[config.mk]
export PLATFORM = sky130hd
export DESIGN_NAME = power_key_press_detector
export DESIGN_NICKNAME = d
export VERILOG_FILES = /design/src/key_detect_pkg.sv /design/src/key_debounce.sv /design/src/press_timer.sv /design/src/power_key_press_detector.sv
export SDC_FILE = /design/constraint.sdc
export NUM_CORES = 1
export LEC_CHECK = 0
export ABC_AREA = 0
export BUFFER_PORTS_ARGS = -buffer_cell sky130_fd_sc_hd__clkbuf_2
export CAP_MARGIN = 20
export CORE_ASPECT_RATIO = 1.75
export CORE_MARGIN = 3
export CORE_UTILIZATION = 23
export DETAILED_ROUTE_END_ITERATION = 8
export RECOVER_POWER = 100
export SYNTH_ARGS = -nofsm -noshare
export SYNTH_HDL_FRONTEND = slang
export SYNTH_SLANG_ARGS = --single-unit
[constraint.sdc]
create_clock -name sys_clk -period 4.55 [get_ports sys_clk]
set_clock_uncertainty 0.2 [all_clocks]
set_input_delay 0.91 -clock sys_clk [delete_from_list [all_inputs] [get_ports sys_clk]]
set_output_delay 0.91 -clock sys_clk [all_outputs]
set_load 0.01 [all_outputs]
[src/key_detect_pkg.sv]
// Shared constants for the power-key press detector.
// Assumes a single 50 MHz system clock and a plain register port.
package key_detect_pkg;

    // ------------------------------------------------------------
    // Timing
    // ------------------------------------------------------------
    localparam int CLK_PERIOD_NS = 20;
    localparam int TICK_TIME_NS  = 1000000;
    localparam int TICK_CYCLES   = (TICK_TIME_NS + CLK_PERIOD_NS - 1) / CLK_PERIOD_NS;

    // ------------------------------------------------------------
    // Register offsets
    // ------------------------------------------------------------
    localparam logic [7:0] ADDR_STATUS    = 8'h00;
    localparam logic [7:0] ADDR_EVENT     = 8'h04;
    localparam logic [7:0] ADDR_EVENT_CLR = 8'h08;
    localparam logic [7:0] ADDR_MASK      = 8'h0c;
    localparam logic [7:0] ADDR_CONTROL   = 8'h10;
    localparam logic [7:0] ADDR_DELAY     = 8'h14;

    // ------------------------------------------------------------
    // Field positions
    // ------------------------------------------------------------
    localparam int STAT_LEVEL_BIT = 0;
    localparam int STAT_LOCK_BIT  = 1;
    localparam int STAT_SYSEN_BIT = 2;
    localparam int STAT_HOLD_BIT  = 3;
    localparam int STAT_SLEEP_BIT = 4;
    localparam int EV_KEY_BIT     = 0;
    localparam int CTRL_FSEL_LSB  = 0;
    localparam int CTRL_LOCK_BIT  = 2;
    localparam int CTRL_SYSEN_BIT = 3;
    localparam int CTRL_HOLD_BIT  = 4;
    localparam int CTRL_DEB_LSB   = 5;

    // ------------------------------------------------------------
    // Reset values
    // ------------------------------------------------------------
    localparam logic [1:0] FSEL_RST  = 2'h0;
    localparam logic       LOCK_RST  = 1'b0;
    localparam logic       SYSEN_RST = 1'b1;
    localparam logic       HOLD_RST  = 1'b0;
    localparam logic [2:0] DEB_RST   = 3'h2;
    localparam logic [7:0] DELAY_RST = 8'h64;
    localparam logic       MASK_RST  = 1'b0;

    // ------------------------------------------------------------
    // Function select codes and press states
    // ------------------------------------------------------------
    localparam logic [1:0] FSEL_EVENT     = 2'h0;
    localparam logic [1:0] FSEL_LOCK      = 2'h1;
    localparam logic [1:0] FSEL_SLEEP_STATE = 2'h2;
    localparam logic [1:0] FSEL_STANDBY   = 2'h3;

    typedef enum logic [2:0]
    {
        T_IDLE   = 3'b001,
        T_TIMING = 3'b010,
        T_HELD   = 3'b100
    } press_state_e;

endpackage : key_detect_pkg

[src/key_debounce.sv]
// Debounce filter for the active-low power-key input.
// Assumes the input is synchronous to sys_clk and a 1 ms tick enable.
`timescale 1ns/1ns
`default_nettype none
module key_debounce
    import key_detect_pkg::*;
(
    input  wire logic       sys_clk,
    input  wire logic       srst,
    input  wire logic       raw_in,
    input  wire logic       tick,
    input  wire logic [2:0] deb_sel,
    output logic            level
);

    logic       level_reg;
    logic       level_next;
    logic [2:0] cnt_reg;
    logic [2:0] cnt_next;

    // ------------------------------------------------------------
    // Filter
    // ------------------------------------------------------------
    always_comb
    begin
        level_next = level_reg;
        cnt_next   = cnt_reg;
        if (raw_in == level_reg)
        begin
            cnt_next = 3'h0;
        end
        else if (tick)
        begin
            if (cnt_reg == deb_sel) // [RULE_01]
            begin
                level_next = raw_in;
                cnt_next   = 3'h0;
            end
            else
            begin
                cnt_next = cnt_reg + 3'h1;
            end
        end
    end

    always_ff @(posedge sys_clk)
    begin
        if (srst)
        begin
            level_reg <= 1'b1;
            cnt_reg   <= 3'h0;
        end
        else
        begin
            level_reg <= level_next;
            cnt_reg   <= cnt_next;
        end
    end

    assign level = level_reg;

    property p_deb_tick;
        @(posedge sys_clk) disable iff (srst)
        (level_reg != $past(level_reg)) |-> ($past(tick) && $past(raw_in) == level_reg);
    endproperty
    a_deb_tick: assert property (p_deb_tick) // [RULE_01]
        else $error("debounced level moved without a settled tick");

endmodule : key_debounce
`default_nettype wire

[src/press_timer.sv]
// Press timer: measures each key press against the long-press time.
// Assumes a debounced active-high pressed level and a 1 ms tick enable.
`timescale 1ns/1ns
`default_nettype none
module press_timer
    import key_detect_pkg::*;
(
    input  wire logic       sys_clk,
    input  wire logic       srst,
    input  wire logic       pressed,
    input  wire logic       tick,
    input  wire logic [7:0] delay,
    output logic            press_pulse,
    output logic            short_pulse,
    output logic            long_pulse
);

    press_state_e state_reg;
    press_state_e state_next;
    logic [7:0]   cnt_reg;
    logic [7:0]   cnt_next;
    logic         press_next;
    logic         short_next;
    logic         long_next;
    logic [7:0]   limit;

    // Zero delay is treated as one tick; both end timing on the first tick
    assign limit = (delay == 8'h00) ? 8'h01 : delay;

    // ------------------------------------------------------------
    // Press state machine
    // ------------------------------------------------------------
    always_comb
    begin
        state_next = state_reg;
        cnt_next   = cnt_reg;
        press_next = 1'b0;
        short_next = 1'b0;
        long_next  = 1'b0;
        case (state_reg)
            T_IDLE:
            begin
                if (pressed) // [RULE_16] [RULE_02]
                begin
                    state_next = T_TIMING;
                    cnt_next   = 8'h00;
                    press_next = 1'b1;
                end
            end
            T_TIMING:
            begin
                if (!pressed) // [RULE_02]
                begin
                    state_next = T_IDLE;
                    short_next = 1'b1;
                end
                else if (tick)
                begin
                    if (cnt_reg + 8'h01 >= limit) // [RULE_16]
                    begin
                        state_next = T_HELD;
                        long_next  = 1'b1;
                    end
                    else
                    begin
                        cnt_next = cnt_reg + 8'h01;
                    end
                end
            end
            T_HELD:
            begin
                if (!pressed)
                begin
                    state_next = T_IDLE;
                end
            end
            default:
            begin
                state_next = T_IDLE;
            end
        endcase
    end

    always_ff @(posedge sys_clk)
    begin
        if (srst)
        begin
            state_reg   <= T_IDLE;
            cnt_reg     <= 8'h00;
            press_pulse <= 1'b0;
            short_pulse <= 1'b0;
            long_pulse  <= 1'b0;
        end
        else
        begin
            state_reg   <= state_next;
            cnt_reg     <= cnt_next;
            press_pulse <= press_next;
            short_pulse <= short_next;
            long_pulse  <= long_next;
        end
    end

    property p_short_cause;
        @(posedge sys_clk) disable iff (srst)
        short_pulse |-> ($past(state_reg) == T_TIMING && !$past(pressed));
    endproperty
    a_short_cause: assert property (p_short_cause) // [RULE_02]
        else $error("short press pulse without a release during timing");

    property p_long_cause;
        @(posedge sys_clk) disable iff (srst)
        (state_reg == T_HELD && $past(state_reg) == T_TIMING) |-> long_pulse;
    endproperty
    a_long_cause: assert property (p_long_cause) // [RULE_16]
        else $error("held state entered without a long press pulse");

endmodule : press_timer
`default_nettype wire

[src/power_key_press_detector.sv]
// Power-key press detector: debounce, press timing, events, interrupt
// and wake-up / power-down / standby requests to the power sequencer.
// Assumes a 50 MHz clock, a synchronous key input and a plain register port.
//
// Contract
// RULE_01 - The key input passes a debounce filter set by one shared debounce selection.
// RULE_02 - Falling and rising debounced edges are both detected and the press is timed.
// RULE_03 - Edge detection and press timing run in every power mode, sleep included.
// RULE_04 - The debounced key level is readable as key_level_status.
// RULE_05 - With key_event_mask set, no interrupt and no wake-up come from key events.
// RULE_06 - Select 00 flags an event on press, interrupts if unmasked, wakes from sleep.
// RULE_07 - Selects 01..11 start a timer on press and flag an event on an early release.
// RULE_08 - Select 01 flags an event and sets the lock when the long-press time is reached.
// RULE_09 - Select 10 on a long press flags, sets the lock and clears system enable.
// RULE_10 - Select 11 on a short press also clears system enable and sets low-power hold.
// RULE_11 - Select 11 on a long press flags, sets lock, clears system enable and hold.
// RULE_12 - While the lock is set a short press produces no wake-up.
// RULE_13 - While the lock is set only a long press wakes the device from sleep.
// RULE_14 - Software must clear the lock before sleep if short-press wake-up is wanted.
// RULE_15 - The interrupt stays active while any unmasked event flag is pending.
// RULE_16 - A low debounced level is a press; the timer runs from press to release or limit.
// RULE_17 - The event flag holds until cleared, one event per qualifying press.
//
// Our own choices: the strobed register port and the register addresses.
`timescale 1ns/1ns
`default_nettype none
module power_key_press_detector
    import key_detect_pkg::*;
#(
    parameter int TICK_CYCLES_P = TICK_CYCLES
)
(
    input  wire logic       sys_clk,
    input  wire logic       srst,
    input  wire logic       power_key_input_n,
    input  wire logic       sleep_state,
    input  wire logic [7:0] addr,
    input  wire logic [7:0] wr_data,
    input  wire logic       wr_en,
    input  wire logic       rd_en,
    output logic      [7:0] rd_data,
    output logic            host_interrupt_line,
    output logic            wake_request,
    output logic            system_enable_bit,
    output logic            low_power_hold_bit,
    output logic            key_long_press_lock
);

    localparam logic [15:0] TICK_LAST = 16'(TICK_CYCLES_P - 1);

    logic [15:0] tick_cnt_reg;
    logic [15:0] tick_cnt_next;
    logic        tick_reg;
    logic        tick_next;
    logic        key_level;
    logic        press_pulse;
    logic        short_pulse;
    logic        long_pulse;

    logic [1:0]  fsel_reg;
    logic [1:0]  fsel_next;
    logic        lock_reg;
    logic        lock_next;
    logic        sysen_reg;
    logic        sysen_next;
    logic        hold_reg;
    logic        hold_next;
    logic [2:0]  deb_reg;
    logic [2:0]  deb_next;
    logic [7:0]  delay_reg;
    logic [7:0]  delay_next;
    logic        mask_reg;
    logic        mask_next;
    logic        event_reg;
    logic        event_next;
    logic        irq_reg;
    logic        irq_next;
    logic        wake_reg;
    logic        wake_next;
    logic [7:0]  rd_data_reg;
    logic [7:0]  rd_data_next;
    logic        qualify;
    logic        short_wake;
    logic        long_wake;

    // ------------------------------------------------------------
    // Millisecond tick divider
    // ------------------------------------------------------------
    always_comb
    begin
        tick_next     = 1'b0;
        tick_cnt_next = tick_cnt_reg + 16'h0001;
        if (tick_cnt_reg >= TICK_LAST)
        begin
            tick_cnt_next = 16'h0000;
            tick_next     = 1'b1;
        end
    end

    always_ff @(posedge sys_clk)
    begin
        if (srst)
        begin
            tick_cnt_reg <= 16'h0000;
            tick_reg     <= 1'b0;
        end
        else
        begin
            tick_cnt_reg <= tick_cnt_next;
            tick_reg     <= tick_next;
        end
    end

    // ------------------------------------------------------------
    // Debounce and press timing
    // ------------------------------------------------------------
    // Neither sees sleep_state, so detection never stops [RULE_03]
    key_debounce u_debounce
    (
        .sys_clk (sys_clk),
        .srst    (srst),
        .raw_in  (power_key_input_n),
        .tick    (tick_reg),
        .deb_sel (deb_reg),
        .level   (key_level)
    );

    press_timer u_timer
    (
        .sys_clk     (sys_clk),
        .srst        (srst),
        .pressed     (!key_level),
        .tick        (tick_reg),
        .delay       (delay_reg),
        .press_pulse (press_pulse),
        .short_pulse (short_pulse),
        .long_pulse  (long_pulse)
    );

    // ------------------------------------------------------------
    // Press qualification
    // ------------------------------------------------------------
    // Select 00 flags on the press itself; others on release or limit
    assign qualify = (fsel_reg == FSEL_EVENT) ? press_pulse
                                              : (short_pulse | long_pulse); // [RULE_06] [RULE_07]
    assign short_wake = !lock_reg &&
                        ((fsel_reg == FSEL_EVENT) ? press_pulse : short_pulse); // [RULE_12]
    // Unlocked select 00 already woke on the press edge
    assign long_wake  = long_pulse && (lock_reg || fsel_reg != FSEL_EVENT); // [RULE_13]

    // ------------------------------------------------------------
    // Control, event and register state
    // ------------------------------------------------------------
    always_comb
    begin
        fsel_next    = fsel_reg;
        lock_next    = lock_reg;
        sysen_next   = sysen_reg;
        hold_next    = hold_reg;
        deb_next     = deb_reg;
        delay_next   = delay_reg;
        mask_next    = mask_reg;
        event_next   = event_reg;
        rd_data_next = 8'h00;
        if (wr_en)
        begin
            case (addr)
                ADDR_CONTROL:
                begin
                    fsel_next  = wr_data[CTRL_FSEL_LSB +: 2];
                    lock_next  = wr_data[CTRL_LOCK_BIT]; // [RULE_14]
                    sysen_next = wr_data[CTRL_SYSEN_BIT];
                    hold_next  = wr_data[CTRL_HOLD_BIT];
                    deb_next   = wr_data[CTRL_DEB_LSB +: 3];
                end
                ADDR_DELAY:     delay_next = wr_data;
                ADDR_MASK:      mask_next  = wr_data[EV_KEY_BIT];
                ADDR_EVENT_CLR:
                begin
                    if (wr_data[EV_KEY_BIT])
                    begin
                        event_next = 1'b0;
                    end
                end
                default:        ;
            endcase
        end
        // Hardware updates come last so they beat a same-cycle register write
        if (qualify)
        begin
            event_next = 1'b1; // [RULE_17] [RULE_06] [RULE_07]
        end
        if (long_pulse && fsel_reg != FSEL_EVENT)
        begin
            lock_next = 1'b1; // [RULE_08]
        end
        if (long_pulse && fsel_reg == FSEL_SLEEP_STATE)
        begin
            sysen_next = 1'b0; // [RULE_09]
        end
        if (short_pulse && fsel_reg == FSEL_STANDBY)
        begin
            sysen_next = 1'b0; // [RULE_10]
            hold_next  = 1'b1;
        end
        if (long_pulse && fsel_reg == FSEL_STANDBY)
        begin
            sysen_next = 1'b0; // [RULE_11]
            hold_next  = 1'b0;
        end
        if (rd_en)
        begin
            case (addr)
                ADDR_STATUS:
                begin
                    rd_data_next[STAT_LEVEL_BIT] = key_level; // [RULE_04]
                    rd_data_next[STAT_LOCK_BIT]  = lock_reg;
                    rd_data_next[STAT_SYSEN_BIT] = sysen_reg;
                    rd_data_next[STAT_HOLD_BIT]  = hold_reg;
                    rd_data_next[STAT_SLEEP_BIT] = sleep_state;
                end
                ADDR_EVENT:   rd_data_next[EV_KEY_BIT] = event_reg;
                ADDR_MASK:    rd_data_next[EV_KEY_BIT] = mask_reg;
                ADDR_CONTROL: rd_data_next = {deb_reg, hold_reg, sysen_reg, lock_reg, fsel_reg};
                ADDR_DELAY:   rd_data_next = delay_reg;
                default:      rd_data_next = 8'h00;
            endcase
        end
        irq_next  = event_next && !mask_next; // [RULE_15] [RULE_05]
        wake_next = sleep_state && !mask_reg && (short_wake || long_wake); // [RULE_05] [RULE_06]
    end

    always_ff @(posedge sys_clk)
    begin
        if (srst)
        begin
            fsel_reg    <= FSEL_RST;
            lock_reg    <= LOCK_RST;
            sysen_reg   <= SYSEN_RST;
            hold_reg    <= HOLD_RST;
            deb_reg     <= DEB_RST;
            delay_reg   <= DELAY_RST;
            mask_reg    <= MASK_RST;
            event_reg   <= 1'b0;
            irq_reg     <= 1'b0;
            wake_reg    <= 1'b0;
            rd_data_reg <= 8'h00;
        end
        else
        begin
            fsel_reg    <= fsel_next;
            lock_reg    <= lock_next;
            sysen_reg   <= sysen_next;
            hold_reg    <= hold_next;
            deb_reg     <= deb_next;
            delay_reg   <= delay_next;
            mask_reg    <= mask_next;
            event_reg   <= event_next;
            irq_reg     <= irq_next;
            wake_reg    <= wake_next;
            rd_data_reg <= rd_data_next;
        end
    end

    assign rd_data             = rd_data_reg;
    assign host_interrupt_line = irq_reg;
    assign wake_request        = wake_reg;
    assign system_enable_bit   = sysen_reg;
    assign low_power_hold_bit  = hold_reg;
    assign key_long_press_lock = lock_reg;

    // ------------------------------------------------------------
    // Checks
    // ------------------------------------------------------------
    property p_mask_no_wake;
        @(posedge sys_clk) disable iff (srst)
        wake_reg |-> !$past(mask_reg) && $past(sleep_state);
    endproperty
    a_mask_no_wake: assert property (p_mask_no_wake) // [RULE_05]
        else $error("wake-up raised while masked or awake");

    property p_sel00_press;
        @(posedge sys_clk) disable iff (srst)
        (press_pulse && fsel_reg == FSEL_EVENT && sleep_state && !mask_reg && !lock_reg)
            |=> event_reg && wake_reg;
    endproperty
    a_sel00_press: assert property (p_sel00_press) // [RULE_06]
        else $error("select 00 press did not flag and wake");

    property p_short_event;
        @(posedge sys_clk) disable iff (srst)
        (short_pulse && fsel_reg != FSEL_EVENT) |=> event_reg;
    endproperty
    a_short_event: assert property (p_short_event) // [RULE_07]
        else $error("early release did not flag an event");

    property p_sel01_long;
        @(posedge sys_clk) disable iff (srst)
        (long_pulse && fsel_reg == FSEL_LOCK) |=> event_reg && lock_reg;
    endproperty
    a_sel01_long: assert property (p_sel01_long) // [RULE_08]
        else $error("select 01 long press missed event or lock");

    property p_sel10_long;
        @(posedge sys_clk) disable iff (srst)
        (long_pulse && fsel_reg == FSEL_SLEEP_STATE) |=> lock_reg && !sysen_reg && event_reg;
    endproperty
    a_sel10_long: assert property (p_sel10_long) // [RULE_09]
        else $error("select 10 long press did not request power-down");

    property p_sel11_short;
        @(posedge sys_clk) disable iff (srst)
        (short_pulse && fsel_reg == FSEL_STANDBY) |=> !sysen_reg && hold_reg;
    endproperty
    a_sel11_short: assert property (p_sel11_short) // [RULE_10]
        else $error("select 11 short press did not request standby");

    property p_sel11_long;
        @(posedge sys_clk) disable iff (srst)
        (long_pulse && fsel_reg == FSEL_STANDBY) |=> lock_reg && !sysen_reg && !hold_reg;
    endproperty
    a_sel11_long: assert property (p_sel11_long) // [RULE_11]
        else $error("select 11 long press left enable or hold set");

    property p_lock_short;
        @(posedge sys_clk) disable iff (srst)
        (lock_reg && (short_pulse || press_pulse)) |=> !wake_reg;
    endproperty
    a_lock_short: assert property (p_lock_short) // [RULE_12]
        else $error("short press woke the device under lock");

    property p_lock_long;
        @(posedge sys_clk) disable iff (srst)
        (wake_reg && $past(lock_reg)) |-> $past(long_pulse);
    endproperty
    a_lock_long: assert property (p_lock_long) // [RULE_13]
        else $error("locked wake-up without a long press");

    property p_irq_level;
        @(posedge sys_clk) disable iff (srst)
        ##1 (irq_reg == (event_reg && !mask_reg));
    endproperty
    a_irq_level: assert property (p_irq_level) // [RULE_15]
        else $error("interrupt disagrees with pending unmasked flag");

    property p_flag_sticky;
        @(posedge sys_clk) disable iff (srst)
        (event_reg && !(wr_en && addr == ADDR_EVENT_CLR && wr_data[EV_KEY_BIT])) |=> event_reg;
    endproperty
    a_flag_sticky: assert property (p_flag_sticky) // [RULE_17]
        else $error("event flag dropped without a clear");

    property p_level_read;
        @(posedge sys_clk) disable iff (srst)
        (rd_en && addr == ADDR_STATUS) |=> rd_data[STAT_LEVEL_BIT] == $past(key_level);
    endproperty
    a_level_read: assert property (p_level_read) // [RULE_04]
        else $error("status read shows wrong key level");

endmodule : power_key_press_detector
`default_nettype wire

==> Flow_metrics.wiki, run 1 <==
{| class="wikitable"
! Metric !! Value
|-
| Outcome || finished, violations left
|-
| Failing checks || capacitance limit, slew limit
|-
| Post-Route WL || 6958 um
|-
| Final critical-path setup slack || approximately 1.5 ns
|-
| Critical path fanouts, max || 21
|-
| Total of hold buffers inserted after clock tree synthesis || 0
|-
| Via count || around 2500
|-
| Count of boundary I/O pins || 35
|-
| First-pass GRT wire length || between 10000 and 15000 um
|-
| Xor/xnor cell area share of the yosys netlist || under 10%
|-
| Dpl cell area || between 0.003 and 0.004 mm2
|-
| Crit path DAT || between 3 and 4 ns
|-
| Share of the yosys chip area belonging to registers || 41.64%
|-
| Clock Latency Late Sink || about 0.33 ns
|-
| Maximum level of the CTS H-tree || 3
|-
| Most used flip-flop cell after synthesis || sky130_fd_sc_hd__dfxtp_1
|-
| Synthesized instance count || 341
|-
| Mean number of vias per cell || around 4.7
|-
| Most area-consuming cells after synthesis || sky130_fd_sc_hd__dfxtp_1, sky130_fd_sc_hd__mux2i_1, sky130_fd_sc_hd__nor2_1, sky130_fd_sc_hd__xnor2_1, sky130_fd_sc_hd__ha_1
|-
| Detailed-route wire length per cell || 12.72 um
|-
| Antenna violations before repair || 0
|-
| Final Hold Fails || 0
|-
| Number of buffers created by CTS || 9
|-
| Clock transition at the registers of the reported paths || about 0.050 ns
|-
| Unrepaired setup endpoints after global routing || false
|-
| Arithmetic-cell share of the synthesized area counting full adders, half adders and majority gates || around 4.5%
|-
| Horizontal die dimension || around 93 um
|-
| Setup violations, final || 0
|-
| Warnings, synthesis || 0
|-
| Root Buffer Master || sky130_fd_sc_hd__clkbuf_16
|-
| Max Freq || 0.3229 GHz
|-
| Pins Over Slew Limit || 17
|-
| Maximum number of pins on one net before global-route repair || 22
|-
| Cell area after technology mapping || just over 0.003 mm2
|-
| Multiplexer fraction of the synthesized cell area || ~8.3%
|-
| Post-synthesis to final-layout area growth || 20.69%
|-
| Share of layout cells above drive strength 1 || between 10% and 20%
|-
| Cell area after layout || about 0.0037 mm2
|-
| Synth async-reset ratio || 0%
|-
| Worst endpoint required time || ~4.5 ns
|-
| Maximum clock insertion buffer count || 2
|-
| Crit path launch type || input pin
|-
| Final antenna-violating net count || 0
|-
| Number of nets in the layout || approximately 410
|-
| DRC violations left || 0
|-
| Slew at the pin closest to its max-slew limit || ~1.7 ns
|-
| Cells resized by post-CTS repair || 0
|-
| Fin Setup TNS || 0 ns
|-
| Overall track demand over capacity in global routing || roughly 10%
|-
| Yosys reg bits || 63
|-
| Residual overflow from global routing || 0
|-
| Slew headroom || -12.10%
|-
| Diodes inserted || 0
|-
| Total instance count after detailed placement || 531
|-
| Dominant combinational cell family by area after synthesis || simple AND/OR/NAND/NOR gates
|-
| Critical Setup Path Class || in2reg
|-
| Worst Hold Class || reg2reg
|-
| Power per cell area || roughly 370 mW/mm2
|-
| Pre-CTS setup slack || roughly 1.6 ns
|-
| Count of buffers added by post-CTS timing repair for setup || 0
|-
| Cell taking the most area after synthesis || sky130_fd_sc_hd__dfxtp_1
|-
| Total number of clock tree sinks || 63
|-
| Fin crit share || between 60% and 70%
|-
| Via count of the first global-routing pass || 2487
|-
| Initial core utilization || between 20% and 30%
|-
| Post-Synthesis Net Count || about 370
|-
| Time the worst path needs with I/O delays and setup || between 3 and 4 ns
|-
| Count of input and output buffers || 34
|-
| Number of distinct library cells after synthesis || 48
|-
| Yosys top cell area share || a little over two fifths
|-
| Count of non-filler cells in the finished layout || between 500 and 600
|-
| Top post-synthesis cells by count || sky130_fd_sc_hd__dfxtp_1, sky130_fd_sc_hd__nor2_1, sky130_fd_sc_hd__mux2i_1, sky130_fd_sc_hd__nand2_1
|-
| Max-cap violations || 1
|-
| Router iterations before antenna repair || 4
|-
| Endpoint class of the critical path || register
|-
| CP peak stage delay || 0.77 ns
|-
| Most instantiated library cell after synthesis || sky130_fd_sc_hd__dfxtp_1
|-
| Full die area || roughly 0.015 mm2
|-
| Post-synth EDFFs || 0
|-
| LEAKAGE || 0.001392 uW
|-
| Area fraction in compound gates after synthesis || a little under an eighth
|-
| Detailed router's first-iteration violation count || roughly 180
|-
| Critical Path Slowest Stage Cell || sky130_fd_sc_hd__o21ai_0
|-
| Half-perimeter wire length of the detailed placement result || between 5000 and 6000 um
|-
| Core box area || between 0.01 and 0.015 mm2
|-
| TritonCTS clock tree || done
|-
| IR drop worst, VDD || about 200 uV
|-
| Average footprint of a synthesized cell || just under 9 um2
|-
| Gpl congestion || 0.8405
|-
| Largest register FFs || 16
|-
| DIE HEIGHT || about 160 um
|-
| Area fraction in and, or, nand and nor cells after synthesis || approximately 22%
|-
| Site Rows || between 50 and 60
|-
| Crit-path cells || clkbuf_1 > inv_1 > o21ai_0 > nor2_1
|}
-- report_power, final --
group / leakage, uW / internal, uW / switching [uW]
Combinational: 0.000729 / 14.8 / 24.7
Clock: 0.000155 / 497 / 258
Sequential: 0.000508 / 554 / 1.95
-- kinds of logic after synthesis --
logic type,count (synthesis)
XOR/XNOR,26
flip-flops,63
AO/OA/AOI/OAI,49
AND/OR/NAND/NOR,138
adder cells (fa/ha/maj),11
buffers and inverters,29
multiplexers,25
-- cell usage in the layout, fill, tap and decap left out, types with 3 or more instances in the layout --
master and n:
sky130_fd_sc_hd__dfxtp_1 63, sky130_fd_sc_hd__nor2_1 62, sky130_fd_sc_hd__mux2i_1 25, sky130_fd_sc_hd__nand2_1 22, sky130_fd_sc_hd__clkbuf_2 20, sky130_fd_sc_hd__inv_1 17, sky130_fd_sc_hd__xnor2_1 17, sky130_fd_sc_hd__clkbuf_1 14
sky130_fd_sc_hd__nand3_1 13, sky130_fd_sc_hd__o21ai_0 13, sky130_fd_sc_hd__ha_1 11, sky130_fd_sc_hd__xor2_1 9, sky130_fd_sc_hd__clkbuf_16 9, sky130_fd_sc_hd__o211ai_1 8, sky130_fd_sc_hd__and3_1 6, sky130_fd_sc_hd__nor4_1 6
sky130_fd_sc_hd__a31oi_1 6, sky130_fd_sc_hd__a21oi_1 6, sky130_fd_sc_hd__nand4_1 5, sky130_fd_sc_hd__and2_1 4, sky130_fd_sc_hd__nand2b_1 3, sky130_fd_sc_hd__o2bb2ai_1 3
-- metrics by stage --
stage | utilization, % | total power [uW] | hold WS [ns]
CTS | 28.95 | 1366 | 0.2465
detailed placement | 26.34 | 608.1 | 0.2388
global placement | 26.34 | 607.4 | 0.2221
global route | 28.78 | 1402 | 0.2721
floorplan | - | 591.3 | 0.2107
finish | 28.78 | 1351 | 0.2457
-- path summary, 6_finish.rpt --
check	start	end	slack [ns]	depth (start not counted)
hold reg to reg	tick_cnt_reg[0]$_SDFF_PP0_	tick_cnt_reg[0]$_SDFF_PP0_	0.25	1
setup reg to reg	u_timer.cnt_reg[2]$_SDFFE_PP0P_	u_timer.cnt_reg[5]$_SDFFE_PP0P_	1.59	10
setup / recovery	srst	tick_cnt_reg[5]$_SDFF_PP0_	1.45	4
hold / removal	tick_cnt_reg[0]$_SDFF_PP0_	tick_cnt_reg[0]$_SDFF_PP0_	0.25	1
-- final cells by class --
| class | count | area [um2] |
|---|---|---|
| Clock buffer | 10 | 239.0 |
| Clock inverter | 6 | 92.59 |
| Fill cell | 1381 | 9046 |
| Inverter | 17 | 63.81 |
| Multi-Input combinational cell | 249 | 1637 |
| Sequential cell | 63 | 1261 |
| Tap cell | 168 | 210.2 |
| Timing Repair Buffer | 34 | 152.6 |
-- metal layers --
metal,vias up,wire (um),track usage [%],share of wire (%)
met5,-,0,0,0
met4,0,288,6.150,4.1
met3,22,365,3.043,5.2
met2,81,3622,18.35,52
li1,1257,-,-,-
met1,1189,2681,9.549,39
-- worst max-delay path: cells and delay by family --
family,cells,cell delay [ns]
AOI/OAI and AO/OA,1,0.77
buffers and inverters,2,1.24
and+or+nand+nor,1,0.12
Note: power is estimated with default switching activity, not from simulation.
==> inputs of run 2 (changes only) <==
Clock period 4.55 ns to 2.83 ns, I/O delays scaled along.
==> Flow_metrics.wiki, run 2 (synthesized netlist as in run 1, its figures left out) <==
{| class="wikitable"
! Metric !! Value
|-
| Critical path fanouts, max || 5
|-
| Clock transition at the registers of the reported paths || about 0.050 ns
|-
| Final critical-path setup slack || 0.09856 ns
|-
| Pins Over Slew Limit || 0
|-
| CP peak stage delay || approximately 0.34 ns
|-
| Post-synthesis to final-layout area growth || 22.80%
|-
| Total number of clock tree sinks || 63
|-
| Worst min-delay path startpoint || tick_cnt_reg[0]$_SDFF_PP0_
|-
| Maximum number of pins on one net before global-route repair || 19
|-
| Crit path DAT || 2.74 ns
|-
| IR drop worst, VDD || around 290 uV
|-
| Root Buffer Master || sky130_fd_sc_hd__clkbuf_16
|-
| Power per cell area || 561.1 mW/mm2
|-
| Share of layout cells above drive strength 1 || between 10 and 15%
|-
| Final core utilization || between 20% and 30%
|-
| First-pass GRT wire length || ~11000 um
|-
| Count of boundary I/O pins || 35
|-
| Detail Route met3 WL || between 300 and 400 um
|-
| Number of buffers created by CTS || 9
|-
| Count of input and output buffers || 34
|-
| Slew at the pin closest to its max-slew limit || about 1.0 ns
|-
| Critical Setup Path Class || reg2reg
|-
| Antenna violations before repair || 0
|-
| Overall track demand over capacity in global routing || under 10%
|-
| Detailed router's first-iteration violation count || ~130
|-
| Maximum clock insertion buffer count || 2
|-
| Router iterations before antenna repair || 4
|-
| Highest routing layer actually used || met4
|-
| Fin Setup TNS || 0 ns
|-
| Fin crit share || a little over nine tenths
|-
| TritonCTS clock tree || done
|-
| Final Hold Fails || 0
|-
| Commonest cells after routing, fill and taps aside || sky130_fd_sc_hd__nor2_1, sky130_fd_sc_hd__dfxtp_1, sky130_fd_sc_hd__mux2i_1
|-
| Initial core utilization || between 20% and 30%
|-
| Residual overflow from global routing || 0
|-
| Cell area after layout || 0.003720 mm2
|-
| Setup slack, reg-to-reg || between 0.09 and 0.1 ns
|-
| Half-perimeter wire length of the detailed placement result || around 5300 um
|-
| Max-cap violations || 0
|-
| Crit path launch type || register
|-
| CP Launch Point || u_timer.cnt_reg[2]$_SDFFE_PP0P_
|-
| Final antenna-violating net count || 0
|-
| Largest register FFs || 16
|-
| Via count || roughly 2500
|-
| Mean number of vias per cell || around 4.6
|-
| Detailed-route wire length on metal 1 || around 2700 um
|-
| Clock Latency Late Sink || 0.33 ns
|-
| Maximum level of the CTS H-tree || 3
|-
| Outcome || finished clean
|-
| Endpoint class of the critical path || register
|-
| Max Freq || between 0.3 and 0.4 GHz
|-
| Pre-CTS setup slack || -0.01929 ns
|-
| Detailed-route wire length per cell || between 10 and 15 um
|-
| Post-Route WL || about 7000 um
|-
| Worst endpoint required time || between 2 and 3 ns
|-
| Gpl congestion || slightly below 0.8
|-
| DIE HEIGHT || 157.8 um
|-
| Core box area || between 0.01 and 0.015 mm2
|-
| Setup violations, final || 0
|-
| LEAKAGE || 0.001414 uW
|-
| Worst Hold Class || reg2reg
|-
| Crit-path cells || and3_4 > and3_1 > and3_1 > xnor2_2 > ha_1 > a41o_1 > a21oi_2 > o211a_1 > a31oi_1 > a31o_2
|-
| Start of the worst register-to-register path || u_timer.cnt_reg[2]$_SDFFE_PP0P_
|-
| Most frequent cell on the critical path || sky130_fd_sc_hd__and3_1
|-
| Slew headroom || 30.79%
|-
| Critical Path Slowest Stage Cell || sky130_fd_sc_hd__dfxtp_2
|-
| Via count of the first global-routing pass || between 2000 and 3000
|-
| Number of filler cells placed in the layout || 1391
|-
| Dpl cell area || roughly 0.0034 mm2
|-
| Horizontal die dimension || 92.75 um
|-
| Number of nets in the layout || between 400 and 500
|-
| Worst Setup EP || u_timer.cnt_reg[2]$_SDFFE_PP0P_
|-
| Endpoint of the worst register-to-register path || u_timer.cnt_reg[2]$_SDFFE_PP0P_
|-
| Diodes inserted || 0
|-
| DRC violations left || 0
|-
| Worst Reg2Reg Path Length in Cells || 10
|-
| Site Rows || between 50 and 60
|-
| Full die area || between 0.01 and 0.015 mm2
|-
| Time the worst path needs with I/O delays and setup || 2.731 ns
|-
| Met2 layer wire length in the routed design || 3778 um
|}
==> run 2: cell count changes in the layout (fill, tap and decap cells not counted), moves of 2 or more <==
cell                       change
sky130_fd_sc_hd__buf_4         +4
sky130_fd_sc_hd__clkbuf_1      +4
sky130_fd_sc_hd__clkbuf_8      +2
sky130_fd_sc_hd__dfxtp_1       -2
sky130_fd_sc_hd__dfxtp_2       +2
sky130_fd_sc_hd__nor4_1        -2
sky130_fd_sc_hd__nor4_2        +2
sky130_fd_sc_hd__o21ai_0       -2
==> run 2: per-stage QoR <==
stage	power [uW]	instances	hold slack, ns
3_3_place_gp	978.6	536	0.2208
3_5_place_dp	979.5	536	0.2402
6_report	2087	553	0.2462
2_1_floorplan	950.7	341	0.2107
5_1_grt	2157	553	0.2781
4_1_cts	2113	552	0.2475
==> run 2: cell type report <==
cell class | count | area [um2] | area share (%)
Clock inverter | 2 | 37.54 | 1.009
Multi-Input combinational cell | 249 | 1680 | 45.17
Inverter | 17 | 63.81 | 1.715
Sequential cell | 63 | 1264 | 33.97
Clock buffer | 14 | 274.0 | 7.366
Timing Repair Buffer | 40 | 190.2 | 5.113
Tap cell | 168 | 210.2 | 5.651
==> run 2: what timing repair did <==
action / 4_1_cts / 5_1_grt
buffers inserted: 0 / 1
hold buffers: 0 / 0
resized for setup: 2 / 11
pin swaps: 1 / 3
setup endpoints to repair: 4 / 10
cloned: 0 / 0
==> run 2: report_power, final <==
group / switching [uW] / leakage, uW / internal, uW
Sequential: 3.05 / 0.000509 / 892
Combinational: 40.2 / 0.000755 / 24.9
Clock: 373 / 0.000149 / 754
==> run 2: worst min path at each step <==
stage,end,depth (start not counted),slack (ns)
2_1_floorplan,tick_cnt_reg[0]$_SDFF_PP0_,1,0.21
3_3_place_gp,tick_cnt_reg[0]$_SDFF_PP0_,1,0.22
3_5_place_dp,tick_cnt_reg[0]$_SDFF_PP0_,1,0.24
4_1_cts,tick_cnt_reg[0]$_SDFF_PP0_,1,0.25
5_1_grt,tick_cnt_reg[0]$_SDFF_PP0_,1,0.28
6_report,tick_cnt_reg[0]$_SDFF_PP0_,1,0.25
==> run 2: critical path: cells and delay by family (launching register included) <==
family | cells | cell delay, ns
AO/OA/AOI/OAI | 5 | 1.00
XOR/XNOR | 1 | 0.14
adder cells (fa/ha/maj) | 1 | 0.34
flip-flops | 1 | 0.34
AND/OR/NAND/NOR | 3 | 0.60
==> run 2: per-layer routing <==
metal,vias to the layer above,GRT usage (%)
met5,-,0
met4,0,5.381
met3,18,3.091
met2,60,18.84
met1,1167,9.411
li1,1272,-
==> inputs of run 3 (changes only) <==
Settings changed: SETUP_SLACK_MARGIN set to 0.3.
==> Flow_metrics.wiki, run 3 (synthesized netlist as in run 1, its figures left out) <==
{| class="wikitable"
! Metric !! Value
|-
| Time the worst path needs with I/O delays and setup || ~2.6 ns
|-
| Outcome || finished clean
|-
| Crit path launch type || register
|-
| Antenna violations before repair || 0
|-
| Initial core utilization || between 20% and 30%
|-
| Diodes inserted || 0
|-
| Critical path fanouts, max || 5
|-
| Share of layout cells above drive strength 1 || about 19%
|-
| Crit-path cells || and3_4 > and3_4 > and3_4 > xnor2_2 > ha_1 > and4_1 > o21ai_2 > o211ai_1 > clkbuf_1 > nor4_2 > a31o_2
|-
| Via count || 2574
|-
| Crit path DAT || roughly 2.7 ns
|-
| Number of nets in the layout || 423
|-
| Total instance count after detailed placement || approximately 540
|-
| Count of boundary I/O pins || 35
|-
| Endpoint class of the critical path || register
|-
| Root Buffer Master || sky130_fd_sc_hd__clkbuf_16
|-
| Count of non-filler cells in the finished layout || between 500 and 600
|-
| Maximum clock insertion buffer count || 2
|-
| First-pass GRT wire length || 11610 um
|-
| Final Hold Fails || 0
|-
| Fin Setup TNS || 0 ns
|-
| Largest register FFs || 16
|-
| Count of input and output buffers || 34
|-
| Maximum level of the CTS H-tree || 3
|-
| TritonCTS clock tree || done
|-
| Power per cell area || between 500 and 600 mW/mm2
|-
| DIE HEIGHT || 157.8 um
|-
| Maximum number of pins on one net before global-route repair || 19
|-
| Post-synthesis to final-layout area growth || 27.76%
|-
| Worst endpoint required time || 2.85 ns
|-
| Commonest cells after routing, fill and taps aside || sky130_fd_sc_hd__nor2_1, sky130_fd_sc_hd__dfxtp_1, sky130_fd_sc_hd__mux2i_1
|-
| CP peak stage delay || 0.35 ns
|-
| Unrepaired setup endpoints after global routing || true
|-
| Horizontal die dimension || 92.75 um
|-
| Via count of the first global-routing pass || 2588
|-
| IR drop worst, VDD || 237.9 uV
|-
| DRC violations left || 0
|-
| Core box area || roughly 0.013 mm2
|-
| Full die area || ~0.015 mm2
|-
| Final core utilization || a little under a third
|-
| Setup violations, final || 0
|-
| Mean number of vias per cell || 4.572
|-
| Clock transition at the registers of the reported paths || about 0.050 ns
|-
| Pins Over Slew Limit || 0
|-
| Final antenna-violating net count || 0
|-
| Worst Hold Class || reg2reg
|-
| Post-Route WL || ~7200 um
|-
| Detailed-route wire length per cell || roughly 13 um
|-
| Max Freq || 0.3791 GHz
|-
| Detailed router's first-iteration violation count || between 80 and 90
|-
| Worst-case hold slack || 0.2398 ns
|-
| Gpl congestion || approximately 0.86
|-
| Residual overflow from global routing || 0
|-
| Critical Path Slowest Stage Cell || sky130_fd_sc_hd__dfxtp_1
|-
| Fin crit share || between 90% and 100%
|-
| Overall track demand over capacity in global routing || between 10% and 20%
|-
| Clock Latency Late Sink || between 0.3 and 0.4 ns
|-
| LEAKAGE || between 0.001 and 0.0015 uW
|-
| Router iterations before antenna repair || 4
|-
| Slew at the pin closest to its max-slew limit || approximately 1.0 ns
|-
| Max-cap violations || 0
|-
| Slew headroom || a little under a third
|-
| Final critical-path setup slack || ~0.19 ns
|-
| Pre-CTS setup slack || 0.06870 ns
|-
| Critical Setup Path Class || reg2reg
|-
| Total of hold buffers inserted after clock tree synthesis || 0
|-
| Most frequent cell on the critical path || sky130_fd_sc_hd__and3_4
|-
| Half-perimeter wire length of the detailed placement result || 5327 um
|-
| Number of buffers created by CTS || 9
|-
| Site Rows || 54
|-
| Total number of clock tree sinks || 63
|}
==> run 3: cell count changes in the layout (fill, tap and decap cells not counted), sizes merged <==
cell / before / now
clkbuf: 50 / 46
buf: 4 / 13
clkinvlp: 1 / 2
clkinv: 0 / 3
inv: 17 / 18
==> run 3: stage by stage <==
stage | total power [uW] | area, um2
5_1_grt | 2119 | 3870
3_5_place_dp | 980.6 | 3392
4_1_cts | 2070 | 3810
3_3_place_gp | 979.6 | 3392
6_report | 2042 | 3870
2_1_floorplan | 950.7 | 3038
==> run 3: power breakdown <==
part / leakage (uW) / switching [uW] / internal, uW / total, uW
Clock: 0.000142 / 403 / 681 / 1080
Combinational: 0.000810 / 40.6 / 25.0 / 65.6
Sequential: 0.000510 / 3.27 / 890 / 893
Total: 0.00146 / 447 / 1600 / 2040
==> run 3: layout make-up <==
type	instances	area [um2]
clock inverter	7	72.57
multi-input combinational	249	1760
tap	168	210.2
fill	1386	8832
clock buffer	9	225.2
inverter	17	63.81
sequential	63	1270
timing repair buffer	50	267.8
==> run 3: path summary, 6_finish.rpt <==
| kind | start | slack, ns | endpoint | cells past startpoint |
|---|---|---|---|---|
| max | u_timer.cnt_reg[0]$_SDFFE_PP0P_ | 0.19 | u_timer.cnt_reg[2]$_SDFFE_PP0P_ | 11 |
| min | tick_cnt_reg[0]$_SDFF_PP0_ | 0.24 | tick_cnt_reg[0]$_SDFF_PP0_ | 1 |
| max reg2reg | u_timer.cnt_reg[0]$_SDFFE_PP0P_ | 0.19 | u_timer.cnt_reg[2]$_SDFFE_PP0P_ | 11 |
| min reg2reg | tick_cnt_reg[0]$_SDFF_PP0_ | 0.24 | tick_cnt_reg[0]$_SDFF_PP0_ | 1 |
==> run 3: what timing repair did <==
item                                    CTS  global route
gates resized for setup                  19            16
pin swaps                                14            11
setup buffers                             8             3
endpoints found under the setup margin   10            11
gates cloned                              0             0
==> run 3: metal layers <==
layer,vias to the layer above,routed length [um],track usage (%),share of wire [%]
met4,0,378,7.338,5.2
met5,-,0,0,0
met2,65,3744,18.63,52
met3,30,385,2.948,5.3
met1,1182,2732,9.295,38
li1,1297,-,-,-
==> run 3: worst max-delay path: cells and delay by family (launching register included) <==
family | cells | cell delay, ns
AND/OR/NAND/NOR | 5 | 0.85
AO/OA/AOI/OAI | 3 | 0.49
flip-flops | 1 | 0.35
adder cells (fa/ha/maj) | 1 | 0.30
buffers and inverters | 1 | 0.26
XOR/XNOR | 1 | 0.07
